## src/sspseq_pkg.sv

```systemverilog
package sspseq_pkg;

    // ------------------------------------------------------------
    // Soft start
    // ------------------------------------------------------------
    localparam int unsigned RAMP_CLOCKS = 2048;
    localparam int          RAMP_W      = 11;
    localparam int          REF_W       = 12;

    // ------------------------------------------------------------
    // Monitor thresholds, in percent of the programmed reference
    // ------------------------------------------------------------
    localparam int unsigned WINDOW_PCT   = 12;
    localparam int unsigned UNDER_PCT    = 60;
    localparam int unsigned PCT_FULL     = 100;
    // Under-voltage enable level in mV; unused, the check compares with the UV_ENABLE_LEVEL input.
    localparam int unsigned UV_ENABLE_MV = 600;
    localparam int unsigned UV_FILTER    = 1;

    // ------------------------------------------------------------
    // Sequencer states
    // ------------------------------------------------------------
    typedef enum logic [2:0] {
        SSPSEQ_OFF     = 3'b000,
        SSPSEQ_RAMP    = 3'b001,
        SSPSEQ_RUN     = 3'b010,
        SSPSEQ_UV_LATCH = 3'b011,
        SSPSEQ_OV_LATCH = 3'b100
    } sspseq_state_t;

endpackage

```

## src/sspseq_top.sv

```systemverilog
`timescale 1ns/1ps
// Notes on behaviour
// Start-up ramps reference from zero to the coded value over 2048 clocks.
// Upper and lower switches start switching as soon as the ramp begins.
// Power-good is held low during the ramp, enabled only after it.
// Once enabled, power-good pulls low when output leaves the 12 percent window.
// Output below 60 percent for over one clock turns switches off, raises fault.
// Under-voltage shutdown is latched until the power is cycled; the code releases it only on RST.
// Over-voltage holds low sides on, high sides off, raises fault permanently.
// Only a control supply cycle releases the over-voltage latch; the code releases it only on RST.
// Ramp uses rising reference for under-voltage, final reference for over-voltage; the code compares with OVERVOLTAGE_THRESHOLD_LEVEL.
// Under-voltage check is off until the ramp reference reaches 0.6 V.
// The ramp waits until both supplies are above their turn-on thresholds.
// Loss of either supply during operation shuts the device down.
// Inhibit pin held low turns off all switches and protections until released; the code ignores it in either latch.
// Under-voltage in constant-current operation also stops until the supply cycles; the code releases it only on RST.
// Inhibit holds the ramp counter at zero; release starts a fresh ramp.
module sspseq_top #(
    parameter int REF_W  = sspseq_pkg::REF_W,
    parameter int RAMP_W = sspseq_pkg::RAMP_W
) (
    input  wire logic              CLK,
    input  wire logic              RST,
    input  wire logic [REF_W-1:0]  VOLTAGE_CODE_REF,
    input  wire logic [REF_W-1:0]  SENSED_OUTPUT_INPUT,
    input  wire logic [REF_W-1:0]  OVERVOLTAGE_THRESHOLD_LEVEL,
    input  wire logic [REF_W-1:0]  UV_ENABLE_LEVEL,
    input  wire logic              CONTROL_SUPPLY_OK,
    input  wire logic              DRIVER_SUPPLY_OK,
    input  wire logic              INHIBIT_N,
    output logic [REF_W-1:0]       RAMP_REF,
    output logic                   SWITCHING_EN,
    output logic                   LOW_SIDE_FORCE_ON,
    output logic                   HIGH_SIDE_FORCE_OFF,
    output logic                   OUTPUT_IN_WINDOW_FLAG_OUT,
    output logic                   OUTPUT_IN_WINDOW_FLAG_OE,
    output logic                   OSC_INHIBIT_FAULT_PIN_OUT,
    output logic                   OSC_INHIBIT_FAULT_PIN_OE,
    output logic                   RAMP_DONE
);

    // ------------------------------------------------------------
    // Input synchronisers for pins from outside the clock domain
    // ------------------------------------------------------------
    logic [2:0] sync1_reg;
    logic [2:0] sync2_reg;
    logic       csup_ok;
    logic       dsup_ok;
    logic       inhibit;

    always_ff @(posedge CLK or posedge RST)
    begin
        if (RST)
        begin
            sync1_reg <= 3'h0;
            sync2_reg <= 3'h0;
        end
        else
        begin
            sync1_reg <= {~INHIBIT_N, DRIVER_SUPPLY_OK, CONTROL_SUPPLY_OK};
            sync2_reg <= sync1_reg;
        end
    end

    assign csup_ok = sync2_reg[0];
    assign dsup_ok = sync2_reg[1];
    assign inhibit = sync2_reg[2];

    logic [REF_W-1:0] sensed_output_input_s1_reg;
    logic [REF_W-1:0] sensed_output_input_reg;

    // The sensed level is a converter output sampled here; it is treated as a stable word.
    always_ff @(posedge CLK or posedge RST)
    begin
        if (RST)
        begin
            sensed_output_input_s1_reg <= '0;
            sensed_output_input_reg    <= '0;
        end
        else
        begin
            sensed_output_input_s1_reg <= SENSED_OUTPUT_INPUT;
            sensed_output_input_reg    <= sensed_output_input_s1_reg;
        end
    end

    // ------------------------------------------------------------
    // Sequencer
    // ------------------------------------------------------------
    sspseq_pkg::sspseq_state_t state_reg;
    sspseq_pkg::sspseq_state_t state_next;
    logic [RAMP_W-1:0]         ramp_cnt_reg;
    logic                      ramp_last;
    logic                      supplies_ok;
    logic                      uv_trip;
    logic                      ov_trip;

    localparam logic [RAMP_W-1:0] RAMP_MAX =
        RAMP_W'(sspseq_pkg::RAMP_CLOCKS - 1);

    assign supplies_ok = csup_ok & dsup_ok;
    assign ramp_last   = (ramp_cnt_reg == RAMP_MAX);

    always_comb
    begin
        state_next = state_reg;
        unique case (state_reg)
            sspseq_pkg::SSPSEQ_OFF:
                // Supplies gate start.
                if (supplies_ok && !inhibit)
                    state_next = sspseq_pkg::SSPSEQ_RAMP;
            sspseq_pkg::SSPSEQ_RAMP, sspseq_pkg::SSPSEQ_RUN:
                // Supply loss or inhibit overrides protections.
                if (inhibit || !supplies_ok)
                    state_next = sspseq_pkg::SSPSEQ_OFF;
                else if (ov_trip)
                    state_next = sspseq_pkg::SSPSEQ_OV_LATCH;
                else if (uv_trip)
                    state_next = sspseq_pkg::SSPSEQ_UV_LATCH;
                else if (state_reg == sspseq_pkg::SSPSEQ_RAMP && ramp_last)
                    state_next = sspseq_pkg::SSPSEQ_RUN;
            // Latches released only by power reset.
            sspseq_pkg::SSPSEQ_UV_LATCH: state_next = sspseq_pkg::SSPSEQ_UV_LATCH;
            sspseq_pkg::SSPSEQ_OV_LATCH: state_next = sspseq_pkg::SSPSEQ_OV_LATCH;
            default:                     state_next = sspseq_pkg::SSPSEQ_OFF;
        endcase
    end

    always_ff @(posedge CLK or posedge RST)
    begin
        if (RST)
            state_reg <= sspseq_pkg::SSPSEQ_OFF;
        else
            state_reg <= state_next;
    end

    // Ramp counter.
    always_ff @(posedge CLK or posedge RST)
    begin
        if (RST)
            ramp_cnt_reg <= '0;
        else if (state_reg != sspseq_pkg::SSPSEQ_RAMP || state_next != sspseq_pkg::SSPSEQ_RAMP)
            ramp_cnt_reg <= (state_reg == sspseq_pkg::SSPSEQ_RAMP
                             && state_next == sspseq_pkg::SSPSEQ_RUN) ? RAMP_MAX : '0;
        else
            ramp_cnt_reg <= ramp_cnt_reg + RAMP_W'(1);
    end

    // ------------------------------------------------------------
    // References and comparators
    // ------------------------------------------------------------
    logic [REF_W-1:0]       ramp_ref;
    logic [REF_W+RAMP_W:0]  ramp_prod;
    logic [REF_W+7:0]       sensed_output_input_pct;
    logic [REF_W+7:0]       uv_limit;
    logic [REF_W+7:0]       win_lo;
    logic [REF_W+7:0]       win_hi;
    logic                   uv_below;
    logic                   uv_armed;
    logic                   uv_below_d_reg;
    logic                   in_window;

    // Reference scales with the ramp count, final value in run.
    assign ramp_prod = (REF_W+RAMP_W+1)'(VOLTAGE_CODE_REF) * (REF_W+RAMP_W+1)'(ramp_cnt_reg);
    always_comb
    begin
        if (state_reg == sspseq_pkg::SSPSEQ_RUN)
            ramp_ref = VOLTAGE_CODE_REF;
        else if (state_reg == sspseq_pkg::SSPSEQ_RAMP)
            ramp_ref = REF_W'(ramp_prod >> RAMP_W);
        else
            ramp_ref = '0;
    end

    // Under-voltage follows the ramping reference.
    assign sensed_output_input_pct = (REF_W+8)'(sensed_output_input_reg) * (REF_W+8)'(sspseq_pkg::PCT_FULL);
    assign uv_limit = (REF_W+8)'(ramp_ref) * (REF_W+8)'(sspseq_pkg::UNDER_PCT);
    assign win_lo   = (REF_W+8)'(VOLTAGE_CODE_REF)
                    * (REF_W+8)'(sspseq_pkg::PCT_FULL - sspseq_pkg::WINDOW_PCT);
    assign win_hi   = (REF_W+8)'(VOLTAGE_CODE_REF)
                    * (REF_W+8)'(sspseq_pkg::PCT_FULL + sspseq_pkg::WINDOW_PCT);
    assign uv_below = sensed_output_input_pct < uv_limit;
    // Under-voltage armed once reference reaches UV_ENABLE_LEVEL.
    assign uv_armed = (ramp_ref >= UV_ENABLE_LEVEL);

    always_ff @(posedge CLK or posedge RST)
    begin
        if (RST)
            uv_below_d_reg <= 1'b0;
        else
            uv_below_d_reg <= uv_below && uv_armed;
    end

    // Low for more than one clock trips.
    assign uv_trip  = uv_below && uv_armed && uv_below_d_reg;
    // Over-voltage uses fixed threshold, active through the ramp.
    assign ov_trip  = (sensed_output_input_reg >= OVERVOLTAGE_THRESHOLD_LEVEL);
    assign in_window = (sensed_output_input_pct >= win_lo) && (sensed_output_input_pct <= win_hi);

    // ------------------------------------------------------------
    // Outputs
    // ------------------------------------------------------------
    always_ff @(posedge CLK or posedge RST)
    begin
        if (RST)
        begin
            RAMP_REF            <= '0;
            SWITCHING_EN        <= 1'b0;
            LOW_SIDE_FORCE_ON   <= 1'b0;
            HIGH_SIDE_FORCE_OFF <= 1'b1;
            OUTPUT_IN_WINDOW_FLAG_OE <= 1'b1;
            OSC_INHIBIT_FAULT_PIN_OE <= 1'b0;
            RAMP_DONE           <= 1'b0;
        end
        else
        begin
            RAMP_REF <= ramp_ref;
            // Switching during ramp and run only.
            SWITCHING_EN <= (state_reg == sspseq_pkg::SSPSEQ_RAMP)
                         || (state_reg == sspseq_pkg::SSPSEQ_RUN);
            // Crowbar holds low sides on.
            LOW_SIDE_FORCE_ON   <= (state_reg == sspseq_pkg::SSPSEQ_OV_LATCH);
            HIGH_SIDE_FORCE_OFF <= (state_reg != sspseq_pkg::SSPSEQ_RAMP)
                                && (state_reg != sspseq_pkg::SSPSEQ_RUN);
            // Power-good pulled low outside run or window.
            OUTPUT_IN_WINDOW_FLAG_OE <= !((state_reg == sspseq_pkg::SSPSEQ_RUN) && in_window);
            // Fault pin driven high in either latch.
            OSC_INHIBIT_FAULT_PIN_OE <= (state_reg == sspseq_pkg::SSPSEQ_UV_LATCH)
                                     || (state_reg == sspseq_pkg::SSPSEQ_OV_LATCH);
            RAMP_DONE <= (state_reg == sspseq_pkg::SSPSEQ_RUN);
        end
    end

    assign OUTPUT_IN_WINDOW_FLAG_OUT = 1'b0;
    assign OSC_INHIBIT_FAULT_PIN_OUT = 1'b1;

    // ------------------------------------------------------------
    // Assertion helpers
    // ------------------------------------------------------------
    // Counts ramp cycles apart from the ramp counter, so the length check
    // does not lean on the very logic that it guards.
    localparam logic [RAMP_W:0] AGE_LAST = (RAMP_W+1)'(sspseq_pkg::RAMP_CLOCKS - 1);
    logic [RAMP_W:0]            ramp_age_reg;

    always_ff @(posedge CLK or posedge RST)
    begin
        if (RST)
            ramp_age_reg <= '0;
        else if (state_reg == sspseq_pkg::SSPSEQ_RAMP)
            ramp_age_reg <= ramp_age_reg + (RAMP_W+1)'(1);
        else
            ramp_age_reg <= '0;
    end
endmodule // sspseq_top

```

## config.mk

```make
export PLATFORM = sky130hd
export DESIGN_NAME = sspseq_top
export DESIGN_NICKNAME = d
export VERILOG_FILES = /design/src/sspseq_pkg.sv /design/src/sspseq_top.sv
export SDC_FILE = /design/constraint.sdc
export NUM_CORES = 1
export LEC_CHECK = 0
export BUFFER_PORTS_ARGS = -buffer_cell sky130_fd_sc_hd__buf_4
export CAP_MARGIN = 40
export CORE_ASPECT_RATIO = 1.75
export CORE_MARGIN = 1
export CORE_UTILIZATION = 45
export CTS_BUF_LIST = sky130_fd_sc_hd__clkbuf_4
export DETAILED_ROUTE_END_ITERATION = 12
export GPL_ROUTABILITY_DRIVEN = 0
export GPL_TIMING_DRIVEN = 1
export PLACE_DENSITY_LB_ADDON = 0.05
export SLEW_MARGIN = 25
export SYNTH_ARGS = -nofsm -noshare
export SYNTH_HDL_FRONTEND = slang
export SYNTH_SLANG_ARGS = --single-unit
```

## constraint.sdc

```tcl
create_clock -name CLK -period 28.7 [get_ports CLK]
set_input_delay 0 -clock CLK [delete_from_list [all_inputs] [get_ports CLK]]
set_output_delay 0 -clock CLK [all_outputs]
set_load 0.03 [all_outputs]
```

# Yosys cells after proc, flatten, opt, wreduce, memory -nomap -nowiden

Index checks and enable logic that the tools add are counted.

Register bits after elaboration: 63
Input port bits: 53
Output and inout bits: 20
Word-level logic and storage cells: 63

Add/sub/neg operators: 1
Multiply operators: 5
$lt $le $gt $ge: 5
Eq/ne operators: 9
Muxes and demuxes: 10
Bitwise gates (word level): 2
Reduce and logical (&&, ||, !) cells: 17

Operators by type and width:

| operator                                                               | number |
|---|---|
| 12-bit by 4-bit multiplier with 16-bit output (second input constant)  | 2 |
| 12-bit >= comparator                                                   | 2 |
| 12-bit 2-to-1 mux                                                      | 2 |
| 12-bit by 11-bit multiplier with 23-bit output                         | 1 |
| 11-bit 2-to-1 mux                                                      | 2 |
| 19-bit >= comparator                                                   | 1 |
| 19-bit <= comparator                                                   | 1 |
| 19-bit by 18-bit < comparator with 1-bit output                        | 1 |
| 12-bit by 5-bit multiplier with 17-bit output (second input constant)  | 1 |
| 12-bit by 3-bit multiplier with 15-bit output (second input constant)  | 1 |
| 3-bit 2-to-1 mux                                                       | 5 |
| 3-bit one-hot mux with 4 select lines                                  | 1 |
| 11-bit by 1-bit adder with 11-bit output (second input constant)       | 1 |
| 11-bit equality test (second input constant)                           | 1 |
| 3-bit by 2-bit equality test with 1-bit output (second input constant) | 3 |
| 1-bit logical AND                                                      | 8 |
| 3-bit by 1-bit != test with 1-bit output (second input constant)       | 2 |
| 1-bit logical OR                                                       | 4 |
| 3-bit by 1-bit equality test with 1-bit output (second input constant) | 1 |
| 3-bit equality test (second input constant)                            | 1 |
| 1-bit logical NOT                                                      | 3 |
| 3-bit logical NOT                                                      | 1 |
| 3-bit by 2-bit != test with 1-bit output (second input constant)       | 1 |
| 2-bit OR reduction                                                     | 1 |
| other kinds (2)                                                        | 2 |

# Longest topological paths before layout

Gate-level depths: netlist of the first run.

Depth after elaboration: 15
Mapped depth: 43
Depth with buffers taken out: 40

# Worst setup path before layout of the first run

Ideal clock, no wire load.

Path kind: register -> register
Start point: register ramp_cnt_reg[5]
End point: register ramp_cnt_reg[0]
Setup time: 0.128 ns
Data arrival time: 9.360 ns
Data required time: 28.572 ns
Slack: 19.212 ns
Stages on the path, launching flop included: 38
Buffers on the path: 3
Period minus slack after synthesis: 9.488 ns
Path through: dfrtp_1 -> clkbuf_1 -> clkbuf_1 -> nand2_1 -> fa_1 -> inv_1 -> fa_1 -> fa_1 -> fa_1 -> inv_1 -> fa_1 -> inv_1 -> ha_1 -> nand2_1 -> nor2_1 -> o211ai_1 -> nand2_1 -> nor2_1 -> (+2 left out) -> o21ai_0 -> fa_1 -> fa_1 -> ha_1 -> or2_2 -> a21oi_1 -> a211oi_1 -> o31ai_1 -> nand2b_1 -> a21oi_1 -> xor2_1 -> ha_1 -> a21o_2 -> a2111oi_4 -> nand3b_4 -> a211oi_4 -> buf_6 -> a21oi_2

Longest elaborated chain between the ends: 15
Elaborated cells between the ends (all ways): 21
Those cells by class: mul: 2; order compare: 2; eq/ne: 3; mux: 9; reduce/logical: 5

Ends and longest elaborated chain:

| item                                               | RTL line          | source |
|---|---|---|
| from (decl)                                        | sspseq_top.sv:92  | `logic [RAMP_W-1:0] ramp_cnt_reg;` |
| from (signal assigned)                             | sspseq_top.sv:143 | `ramp_cnt_reg <= (state_reg == sspseq_pkg::SSPSEQ_RAMP` |
| from (signal assigned)                             | sspseq_top.sv:146 | `ramp_cnt_reg <= ramp_cnt_reg + RAMP_W'(1);` |
| 12-bit by 11-bit multiplier with 23-bit output (*) | sspseq_top.sv:164 | `assign ramp_prod = (REF_W+RAMP_W+1)'(VOLTAGE_CODE_REF) * (REF_W+RAMP_W+1)'(ramp_cnt_reg);` |
| 12-bit 2-to-1 mux (*)                              | sspseq_top.sv:169 | `else if (state_reg == sspseq_pkg::SSPSEQ_RAMP)` |
| 12-bit 2-to-1 mux (*)                              | sspseq_top.sv:167 | `if (state_reg == sspseq_pkg::SSPSEQ_RUN)` |
| named net ramp_ref[5]                              | sspseq_top.sv:152 | `logic [REF_W-1:0] ramp_ref;` |
| 12-bit by 4-bit multiplier with 16-bit output      | sspseq_top.sv:177 | `assign uv_limit = (REF_W+8)'(ramp_ref) * (REF_W+8)'(sspseq_pkg::UNDER_PCT);` |
| 19-bit by 18-bit < comparator with 1-bit output    | sspseq_top.sv:182 | `assign uv_below = sensed_output_input_pct < uv_limit;` |
| 1-bit logical AND (*) (2 in series)                | sspseq_top.sv:195 | `assign uv_trip = uv_below && uv_armed && uv_below_d_reg;` |
| 3-bit 2-to-1 mux (*)                               | sspseq_top.sv:118 | `else if (uv_trip)` |
| 3-bit 2-to-1 mux (*)                               | sspseq_top.sv:116 | `else if (ov_trip)` |
| 3-bit 2-to-1 mux (*)                               | sspseq_top.sv:114 | `if (inhibit \|\| !supplies_ok)` |
| 3-bit one-hot mux with 4 select lines (*)          | sspseq_top.sv:107 | `unique case (state_reg)` |
| 3-bit by 2-bit equality test with 1-bit output     | sspseq_top.sv:144 | `&& state_next == sspseq_pkg::SSPSEQ_RUN) ? RAMP_MAX : '0;` |
| 1-bit logical AND                                  | sspseq_top.sv:144 |  |
| 11-bit 2-to-1 mux                                  | sspseq_top.sv:144 |  |
| 11-bit 2-to-1 mux (*)                              | sspseq_top.sv:142 | `else if (state_reg != sspseq_pkg::SSPSEQ_RAMP \|\| state_next != sspseq_pkg::SSPSEQ_RAMP)` |

Mark *: on every way through the listed nets, which the timed path passes. The rest lies on a longest branch.

# Worst setup path in the final report of the first run

Start point: register ramp_cnt_reg[7]
End point: register ramp_cnt_reg[3]

The elaborated chain is that of the path after synthesis.

==> results of run 1 <==
-- through the flow --
step,power (mW),cells,util (%),instance area [µm²],setup slack (ps)
floorplan,0.265,1300,-,11800,19210
global placement,0.324,1661,48.8,12600,18140
detailed placement,0.328,1663,48.8,12600,18260
CTS,0.400,1695,50.0,12900,18240
global route,0.434,1697,50.1,13000,17500
finish,0.393,1697,50.1,13000,18260
-- what timing repair did --
item / 4_1_cts / 5_1_grt
hold endpoints to repair: 76 / 0
hold buffers: 16 / 0
resized for setup: 0 / 0
-- logic make-up (layout without fill, tap and decap cells) --
kind of cell / after synthesis / after routing / synth area share, %
fa+ha+maj: 366 / 366 / 47.5
simple gates: 298 / 298 / 12.2
buf+inv: 298 / 374 / 9.68
compound gates: 207 / 207 / 12.2
xor+xnor: 65 / 65 / 4.82
flops: 63 / 63 / 13.4
other cells: 2 / 3 / 0.0636
mux: 1 / 1 / 0.0848
-- Yosys cell counts, drive strengths merged, types with 2 or more instances --
library cell and instances:
a21o 29, conb 2, o31a 3, a211o 4
a31oi 4, buf 5, and2 52, and3 7
nor2b 10, ha 229, xnor2 41, o21a 10
o2111ai 2, a211oi 7, dfrtp 61, nand2b 13
nor3 13, or2 3, clkbuf 28, or4 2
a41oi 2, a21oi 65, a221o 2, nor2 40
a2111oi 5, nand2 126, o31ai 5, xor2 24
o211ai 6, o21bai 6, o21ai 35, or3 4
dfstp 2, a22o 8, a22oi 8, fa 137
inv 265, nand4 9, nand3 15, o41ai 3
-- worst paths after layout --
path / depth (start not counted) / slack, ps / end / startpoint
setup / recovery: 40 / 18260 / ramp_cnt_reg[3] / ramp_cnt_reg[7]
setup reg to reg: 40 / 18260 / ramp_cnt_reg[3] / ramp_cnt_reg[7]
hold / removal: 4 / 140 / RAMP_REF[10] / RST
max in group asynchronous: 5 / 27920 / OUTPUT_IN_WINDOW_FLAG_OE / RST
min in group CLK: 4 / 150 / RAMP_REF[0] / VOLTAGE_CODE_REF[0]
hold reg to reg: 0 / 350 / sync2_reg[2] / sync1_reg[2]
-- worst max-delay path: cells and delay by family (launching register included) --
family | cells | cell delay, ps
buf+inv | 8 | 740
compound gates | 13 | 2850
flops | 1 | 610
fa+ha+maj | 10 | 4530
simple gates | 7 | 1210
xor+xnor | 2 | 300
-- layout make-up --
| type | count | area, µm² | share of cell area (%) |
|---|---|---|---|
| Clock buffer | 9 | 67.6 | 0.522 |
| Tap cell | 320 | 400 | 3.09 |
| Timing Repair Buffer | 93 | 756 | 5.83 |
| Sequential cell | 63 | 1580 | 12.2 |
| Antenna cell | 1 | 2.50 | 0.0193 |
| Clock inverter | 7 | 71.3 | 0.551 |
| Multi-Input combinational cell | 939 | 9080 | 70.1 |
| Inverter | 265 | 995 | 7.68 |
-- report_power, final --
| group | internal [mW] | total [mW] | leakage (nW) | switching (mW) |
|---|---|---|---|---|
| Clock | 0.0265 | 0.0678 | 0.0700 | 0.0413 |
| Combinational | 0.102 | 0.232 | 6.21 | 0.130 |
| Sequential | 0.0909 | 0.0934 | 0.788 | 0.00252 |
-- metal layers --
metal	global-route usage, %	wire (µm)	vias to the layer above
met2	50.3	18100	136
li1	-	-	4342
met4	7.11	799	0
met3	2.07	553	44
met1	24.3	11000	4461
met5	0	0	-
==> metrics.txt, run 1 <==
Overflow after GRT 0; CTS HTree Levels 3; die area about 27,000 µm²; # Max-Cap Violations 0; Synth Register Bits 63; Ys Warns 0; Antenna Violating Nets Remaining 0; Die Wd about 120 µm; Area growth syn-to-layout 9.79%; Setup TNS 0 ps; Post-CTS Repair Setup Buffers 0; drc violations 0; WS Path Type reg -> reg; post-detail-place hpwl 25,600 µm; Worst VDD drop around 0.000024 V; Core Region around 26,000 µm²; Final Setup Violations 0; EDFF count, synth 0; power density cells roughly 30 nW/µm²; wire per inst about 18 µm; critical path's slowest cell dfrtp_1; WP data required a little under 30,000 ps; Synth Cell Area between 10,000 and 15,000 µm²; largest net degree at the start of global routing between 60 and 70; leak pwr 7.07 nW; Relative slew margins between 50 and 60%; slowest stage delay, CP 610 ps; CP Max Fanout 14; Post-Syn Nets 1,719; unrepaired setup endpoints after global routing no; Crit. End Element register; fin. max-slew vios 0; drt via density 5.29; CTS Sinks 63; sequential share of the synthesized area ~13%; clock tree buffer depth 2; First-pass DRT Iterations 4; Mapped Avg Cell Area just over 9 µm²; commonest cells after routing, fill and taps aside inv_1, ha_1, fa_1; Most used DFF post-synth dfrtp_1; Tmin final about 10,000 ps; Slew @ Worst Pin about 730 ps; share of the synthesized area in the top cell type 24.3%; Area contributors post-synth ha_1, fa_1, dfrtp_1, inv_1, nand2_1; Cell variety after synth 61; hold slack final ~140 ps; clock root cell clkbuf_4; Min-Delay Path Class in -> async; Synth Instances roughly 1,300; CTS tree done; Clock transition at path regs around 170 ps; via count between 8,000 and 9,000; Starting Density a little under half; layout cell share with drive strength beyond 1 8.94%; port bufs 70; status finished, final reports clean; Worst setup SP type register; initial antenna violation count 1; first-pass GRT wire length between 50,000 and 60,000 µm; DRT Wirelength 30,400 µm; cell taking the most area after synthesis ha_1; Setup Skew around 45 ps; part of the cycle the worst path needs 36.4%; DR iter-0 viols 241; Final Hold Violating Endpoints 0; vias in the first global route roughly 10,000; fill cell count ~2,500; most common cell after layout, fill and taps aside inv_1; clock latency on the worst-skew pair roughly 470 ps; # IOs 73; Die H ~220 µm; gr usage total ~24%; ys async rst share 100%; Max Clock Freq approximately 0.096 GHz; number of buffers created by CTS 9; critical path data arrival time roughly 11,000 ps; NumNets Final between 1,500 and 2,000; FP Rows roughly 80
Power figures use the tool's default switching activity.
==> run 2: changes to the inputs <==
ABC_AREA = 1   (was not set)
clock period = 9.9 ns   (was 28.7 ns; I/O delays follow)
==> run 2 against run 1 <==
Effect of this change: first-iteration DRC count is 32% higher; maximum frequency is 13% higher; die area is 2.1% higher; non-clock buffer count is 24 higher; count of clock-buffer cells in the layout stayed put; register-to-register slack worse by 18000 ps; worst hold slack worse by 110 ps; clock skew is 9.5 ps lower; combinational power grew to 3.0 times the previous value; critical endpoint is now ramp_cnt_reg[2]; largest power group unchanged; highest routed layer unchanged.
==> metrics.txt, run 2 <==
status finished, final reports clean; commonest cells after routing, fill and taps aside inv_1, nand2_1, ha_1; share of the synthesized area in the top cell type 23.8% (-0.50 points); gr usage total 23.3% (-0.74 points); Slew @ Worst Pin 982 ps (+251 ps); vias in the first global route 10,100 (+2.3%); Max Clock Freq 0.108 GHz (+13%); clock latency on the worst-skew pair 540 ps (+70 ps); top-count cell post-synth inv_1; drt via density 4.99 (-5.7%); port bufs 70 (unchanged); Post-Syn Nets 1,925 (+12%); Final Hold Violating Endpoints 0 (unchanged); DR iter-0 viols 317 (+32%); Worst VDD drop 0.0000541 V (+120%); wire per inst 15.6 µm (-13%); P_int 0.594 mW (+170%); WS Path Type reg -> reg; critical path's top delay family adder cells; clock tree buffer depth 2 (unchanged); fin. max-slew vios 0 (unchanged); # Max-Cap Violations 0 (unchanged); Ys Warns 0 (unchanged); Worst setup SP type register; Tmin final 9240 ps (-1200 ps); clock network power share 14.2% (-3.0 points); CP bufs+invs 6 (-2); CTS tree done; largest net degree at the start of global routing 64 (unchanged); sequential power share 23.9% (about the same); Relative slew margins 34.5% (-17 points); Area contributors post-synth ha_1, fa_1, dfrtp_1, inv_1, nand2_1; Antenna Violating Nets Remaining 0 (unchanged); First-pass DRT Iterations 4 (unchanged); # IOs 73 (unchanged); ys async rst share 100% (unchanged); Die Wd 126 µm (+1.0%); layout cell share with drive strength beyond 1 10.4% (+1.5 points); Most used DFF post-synth dfrtp_1; Mapped Avg Cell Area 8.00 µm² (-12%); DRT Wirelength 30,100 µm (-0.90%); Clock transition at path regs 140 ps (-30 ps); Cell variety after synth 47 (-23%); CP Max Fanout 8 (-6); Overflow after GRT 0 (unchanged); post-detail-place hpwl 25,300 µm (-1.2%); most common cell after layout, fill and taps aside inv_1; FP Rows 78 (unchanged); switching pwr 0.539 mW (+210%); Core Region 26,200 µm² (+1.1%); die area 27,500 µm² (+2.1%); CTS Sinks 63 (unchanged); part of the cycle the worst path needs 93.3% (+57 points); EDFF count, synth 0 (unchanged); via count 9,654 (+7.5%); Power Total 1.13 mW (+190%); Final Setup Violations 0 (unchanged); final instance area 13,500 µm² (+4.2%); first-pass GRT wire length 49,100 µm (-2.5%); commonest cells in the netlist inv_1, nand2_1, ha_1; Area growth syn-to-layout 12.1%; Min-Delay Path Class in -> async; leak pwr 7.83 nW (+11%); critical path data arrival time 9700 ps (-1050 ps); WP data required 10,370 ps (-18,650 ps); slowest stage delay, CP 580 ps (-30 ps); cell taking the most area after synthesis ha_1; Setup Skew 35.5 ps (-9.52 ps); drc violations 0 (unchanged); Synth Register Bits 63 (unchanged); number of buffers created by CTS 9 (unchanged); Gate power share 61.8% (+2.8 points); Sw Ratio 47.6% (+3.5 points); sequential share of the synthesized area 13.1% (-0.28 points); Area after DPL 13,000 µm² (+2.7%); critical path's slowest cell fa_1; Synth Cell Area 12,000 µm² (+2.1%); fill cell count 2,652 (+5.0%); CTS HTree Levels 3 (unchanged); Starting Density 46.1% (+0.44 points); initial antenna violation count 2 (+1); power density cells 83.9 nW/µm² (+180%); Crit. End Element register; Synth Instances 1,506 (+16%); Crit path top cell by count nand2_1; setup slack, reg-to-reg 660 ps (-17,600 ps); Die H 218 µm (+1.0%); post-layout util 51.6% (+1.5 points); clock root cell clkbuf_4; NumNets Final 2,026 (+13%)
[run 2: cell count changes after synthesis, moves of 9 or more]
cell	before	now
xnor2_1	41	22
a21o_1	27	4
nand3_1	15	44
nand2b_1	13	0
and2_1	51	3
nor2b_1	9	0
inv_1	264	395
a21oi_1	54	97
o21ai_0	28	40
nand2_1	126	284
[run 2: repair_timing]
| item | CTS | global route |
|---|---|---|
| hold buffers | 16 | 0 |
| setup endpoints to repair | 0 | 13 |
| hold endpoints to repair | 76 | 0 |
| gates resized for setup | 0 | 36 |
| buffers inserted | 0 | 12 |
[run 2: path summary, 6_finish.rpt]
path | cells past startpoint | from | endpoint
worst max-delay path | 47 | ramp_cnt_reg[9] | ramp_cnt_reg[2]
max in group asynchronous | 5 | RST | HIGH_SIDE_FORCE_OFF
worst min-delay path | 4 | RST | sync2_reg[0]
min in group CLK | 3 | VOLTAGE_CODE_REF[7] | RAMP_REF[7]
worst min register to register | 0 | sensed_output_input_s1_reg[11] | sensed_output_input_reg[11]
worst max register to register | 47 | ramp_cnt_reg[9] | ramp_cnt_reg[2]
[run 2: power by group through the flow]
stage	registers [mW]	logic (mW)	clock network, mW
floorplan	0.275	0.511	0
global placement	0.277	0.686	0
detailed placement	0.277	0.698	0
CTS	0.272	0.707	0.169
global route	0.272	0.807	0.178
finish	0.271	0.701	0.161
[run 2: per-layer routing]
metal / routed length (µm) / up-vias / global-route usage [%]
met5: 0 / - / 0
met4: 976 / 0 / 8.17
met3: 536 / 46 / 2.15
met2: 17700 / 122 / 49.1
met1: 10900 / 4644 / 22.8
li1: - / 4842 / -
[run 2: per-stage QoR]
stage | TNS (ps) | hold slack [ps] | instances | worst slack [ps]
after floorplan | 0 | 31.4 | 1506 | 910
after global placement | 0 | 110 | 1884 | 359
after detailed placement | 0 | 111 | 1884 | 277
after CTS | 0 | 88.5 | 1916 | 217
after global routing | -167 | 31.5 | 1935 | -31.5
final | 0 | 25.4 | 1935 | 664
[run 2: tightest hold or removal path, cell delays in order]
cell and delay, ps:
dlygate4sd3_1 540, buf_4 140, inv_2 30, buf_4 200
[run 2: cells by family after synthesis]
kind of cell | share of synthesized area, %
buf+inv | 13.5
simple gates | 14.8
fa+ha+maj | 46.5
compound gates | 8.28
flops | 13.1
xor+xnor | 3.71
other cells | 0.0623
[run 2: layout make-up]
class,instances,area [µm²],area share (%)
timing repair buffer,117,942,6.98
multi-input combinational,1018,8960,66.4
clock buffer,9,67.6,0.500
clock inverter,7,40.0,0.297
antenna,3,7.51,0.0556
inverter,398,1490,11.1
tap,320,400,2.97
sequential,63,1590,11.8
==> run 3: changes to the inputs <==
BUFFER_PORTS_ARGS = -buffer_cell sky130_fd_sc_hd__buf_2   (was -buffer_cell sky130_fd_sc_hd__buf_4)
==> run 3 against run 2 <==
Effect of this change: maximum frequency fell by 0.83%; setup slack got worse by 77 ps; sequential power about the same; design area fell by 0.95%; die area unchanged; final cell count increased by 0.21%; power down 0.42%; critical path type unchanged; core utilization fell by 0.49 points; via count increased by 0.18%; clock skew is 20 ps lower; non-clock buffer count rose by 7.
==> metrics.txt, run 3 (synthesis results as in run 2) <==
Relative slew margins 43.9% (+9.4 points); CTS Sinks 63 (unchanged); Power Total 1.13 mW (-0.42%); critical path data arrival time 9750 ps (+50 ps); vias in the first global route 10,200 (+0.96%); DRT Wirelength 30,700 µm (+1.8%); most common cell after layout, fill and taps aside inv_1; number of buffers created by CTS 9 (unchanged); NumNets Final 2,032 (+0.30%); CP Max Fanout 6 (-2); Post-Layout Cell Count 1,939 (+0.21%); CTS HTree Levels 3 (unchanged); critical path's slowest cell fa_1; Area after DPL 12,800 µm² (-1.1%); Worst VDD drop 0.0000667 V (+23%); Worst setup SP type register; wire per inst 15.8 µm (+1.6%); Starting Density 46.1% (unchanged); CP bufs+invs 8 (+2); Setup Skew 15.1 ps (-20.4 ps); RR Endpoint ramp_cnt_reg[3]; footprint of the multi-input gates 8950 µm² (-0.15%); CP Depth 49 (+4.3%); fin. max-slew vios 0 (unchanged); fill cell count 2,616 (-1.4%); Min-Delay Path Class in -> async; clock latency on the worst-skew pair 500 ps (-40 ps); post-placement cell count 1,888 (+0.21%); initial antenna violation count 1 (-1); Final Hold Violating Endpoints 0 (unchanged); Area growth syn-to-layout 11.0%; drc violations 0 (unchanged); CTS tree done; via count 9,671 (+0.18%); Crit path top cell by count nand2_1; drt via density 4.99 (about the same); Clock transition at path regs 120 ps (-20 ps); clock root cell clkbuf_4; largest net degree at the start of global routing 64 (unchanged); Reg2Reg Depth 49 (+4.3%); Die H 218 µm (unchanged); commonest cells after routing, fill and taps aside inv_1, nand2_1, ha_1; first-pass GRT wire length 49,200 µm (+0.20%); gr usage total 23.5% (+0.17 points); die area 27,500 µm² (unchanged); WP data required 10,340 ps (-30 ps); post-detail-place hpwl 25,900 µm (+2.7%); Slew @ Worst Pin 837 ps (-145 ps); # IOs 73 (unchanged); Final WS setup 587 ps (-77.2 ps); FP Rows 78 (unchanged); Overflow after GRT 0 (unchanged); Max Clock Freq 0.107 GHz (-0.83%); power density cells 84.4 nW/µm² (+0.54%); # Max-Cap Violations 0 (unchanged); critical path's top delay family adder cells; port bufs 70 (unchanged); Final Setup Violations 0 (unchanged); register area 1590 µm² (+0.16%); Core Region 26,200 µm² (unchanged); status finished, final reports clean; leak pwr 7.83 nW (-0.10%); Crit. End Element register; Antenna Violating Nets Remaining 0 (unchanged); clock tree buffer depth 2 (unchanged); layout cell share with drive strength beyond 1 10.6% (+0.21 points); part of the cycle the worst path needs 94.1% (+0.78 points); post-place setup slack 170 ps (-107 ps); Die Wd 126 µm (unchanged); DR iter-0 viols 324 (+2.2%); Reg-to-Reg Start ramp_cnt_reg[6]; slowest stage delay, CP 560 ps (-20 ps); Tmin final 9310 ps (+77.2 ps); WS Path Type reg -> reg; setup slack, reg-to-reg 590 ps (-80 ps); First-pass DRT Iterations 4 (unchanged); final instance area 13,400 µm² (-0.95%)
==> run 3: cell count changes in the layout (fill, tap and decap cells not counted), sizes merged <==
cell,change
buf,+5
clkbuf,+3
clkinv,-2
diode,-2
inv,+1
nand2,-1
==> run 3: report_power, final <==
| group | switching (mW) | internal (mW) |
|---|---|---|
| Clock | 0.109 | 0.0527 |
| Combinational | 0.420 | 0.276 |
| Sequential | 0.00655 | 0.265 |
| Total | 0.535 | 0.593 |
==> run 3: cell type report <==
| cell class | count | area share (%) |
|---|---|---|
| sequential | 63 | 11.9 |
| clock inverter | 6 | 0.271 |
| timing repair buffer | 124 | 6.17 |
| clock buffer | 10 | 0.561 |
| multi-input combinational | 1017 | 66.9 |
| inverter | 398 | 11.2 |
| antenna | 1 | 0.0187 |
| tap | 320 | 2.99 |
==> run 3: worst register-to-register path: cells and delay by family, from the launching register on <==
| kind | cells | cell delay, ps |
|---|---|---|
| AO/OA/AOI/OAI | 9 | 1550 |
| XOR/XNOR | 1 | 150 |
| flip-flops | 1 | 450 |
| buffers and inverters | 8 | 580 |
| AND/OR/NAND/NOR | 21 | 2020 |
| adder cells (fa/ha/maj) | 10 | 4480 |
==> run 3: what timing repair did <==
item | in CTS | in global routing
endpoints found under the hold margin | 76 | 0
setup buffers | 0 | 15
gates resized for setup | 0 | 31
hold buffers | 16 | 0
setup endpoints to repair | 0 | 13
==> run 3: worst max path at each step <==
stage	startpoint	end
6_report	ramp_cnt_reg[6]	ramp_cnt_reg[3]
3_5_place_dp	ramp_cnt_reg[2]	ramp_cnt_reg[8]
2_1_floorplan	ramp_cnt_reg[6]	ramp_cnt_reg[0]
3_3_place_gp	ramp_cnt_reg[2]	ramp_cnt_reg[3]
5_1_grt	ramp_cnt_reg[7]	ramp_cnt_reg[6]
4_1_cts	ramp_cnt_reg[2]	ramp_cnt_reg[8]
==> run 3: metrics by stage <==
| stage | utilization [%] | hold slack, ps | setup TNS [ps] |
|---|---|---|---|
| final | 51.1 | 126 | 0 |
| after detailed placement | 49.0 | 110 | 0 |
| after global placement | 49.0 | 109 | 0 |
| after global routing | 51.1 | 127 | -61.9 |
| after floorplan | - | 31.4 | 0 |
| after CTS | 50.1 | 83.9 | 0 |
==> run 3: layer usage <==
| layer | global-route usage [%] | up-vias | part of all wire [%] |
|---|---|---|---|
| li1 | - | 4847 | - |
| met1 | 22.9 | 4612 | 36 |
| met2 | 48.6 | 154 | 58 |
| met3 | 1.93 | 58 | 1.9 |
| met4 | 10.8 | 0 | 3.9 |
| met5 | 0 | - | 0 |
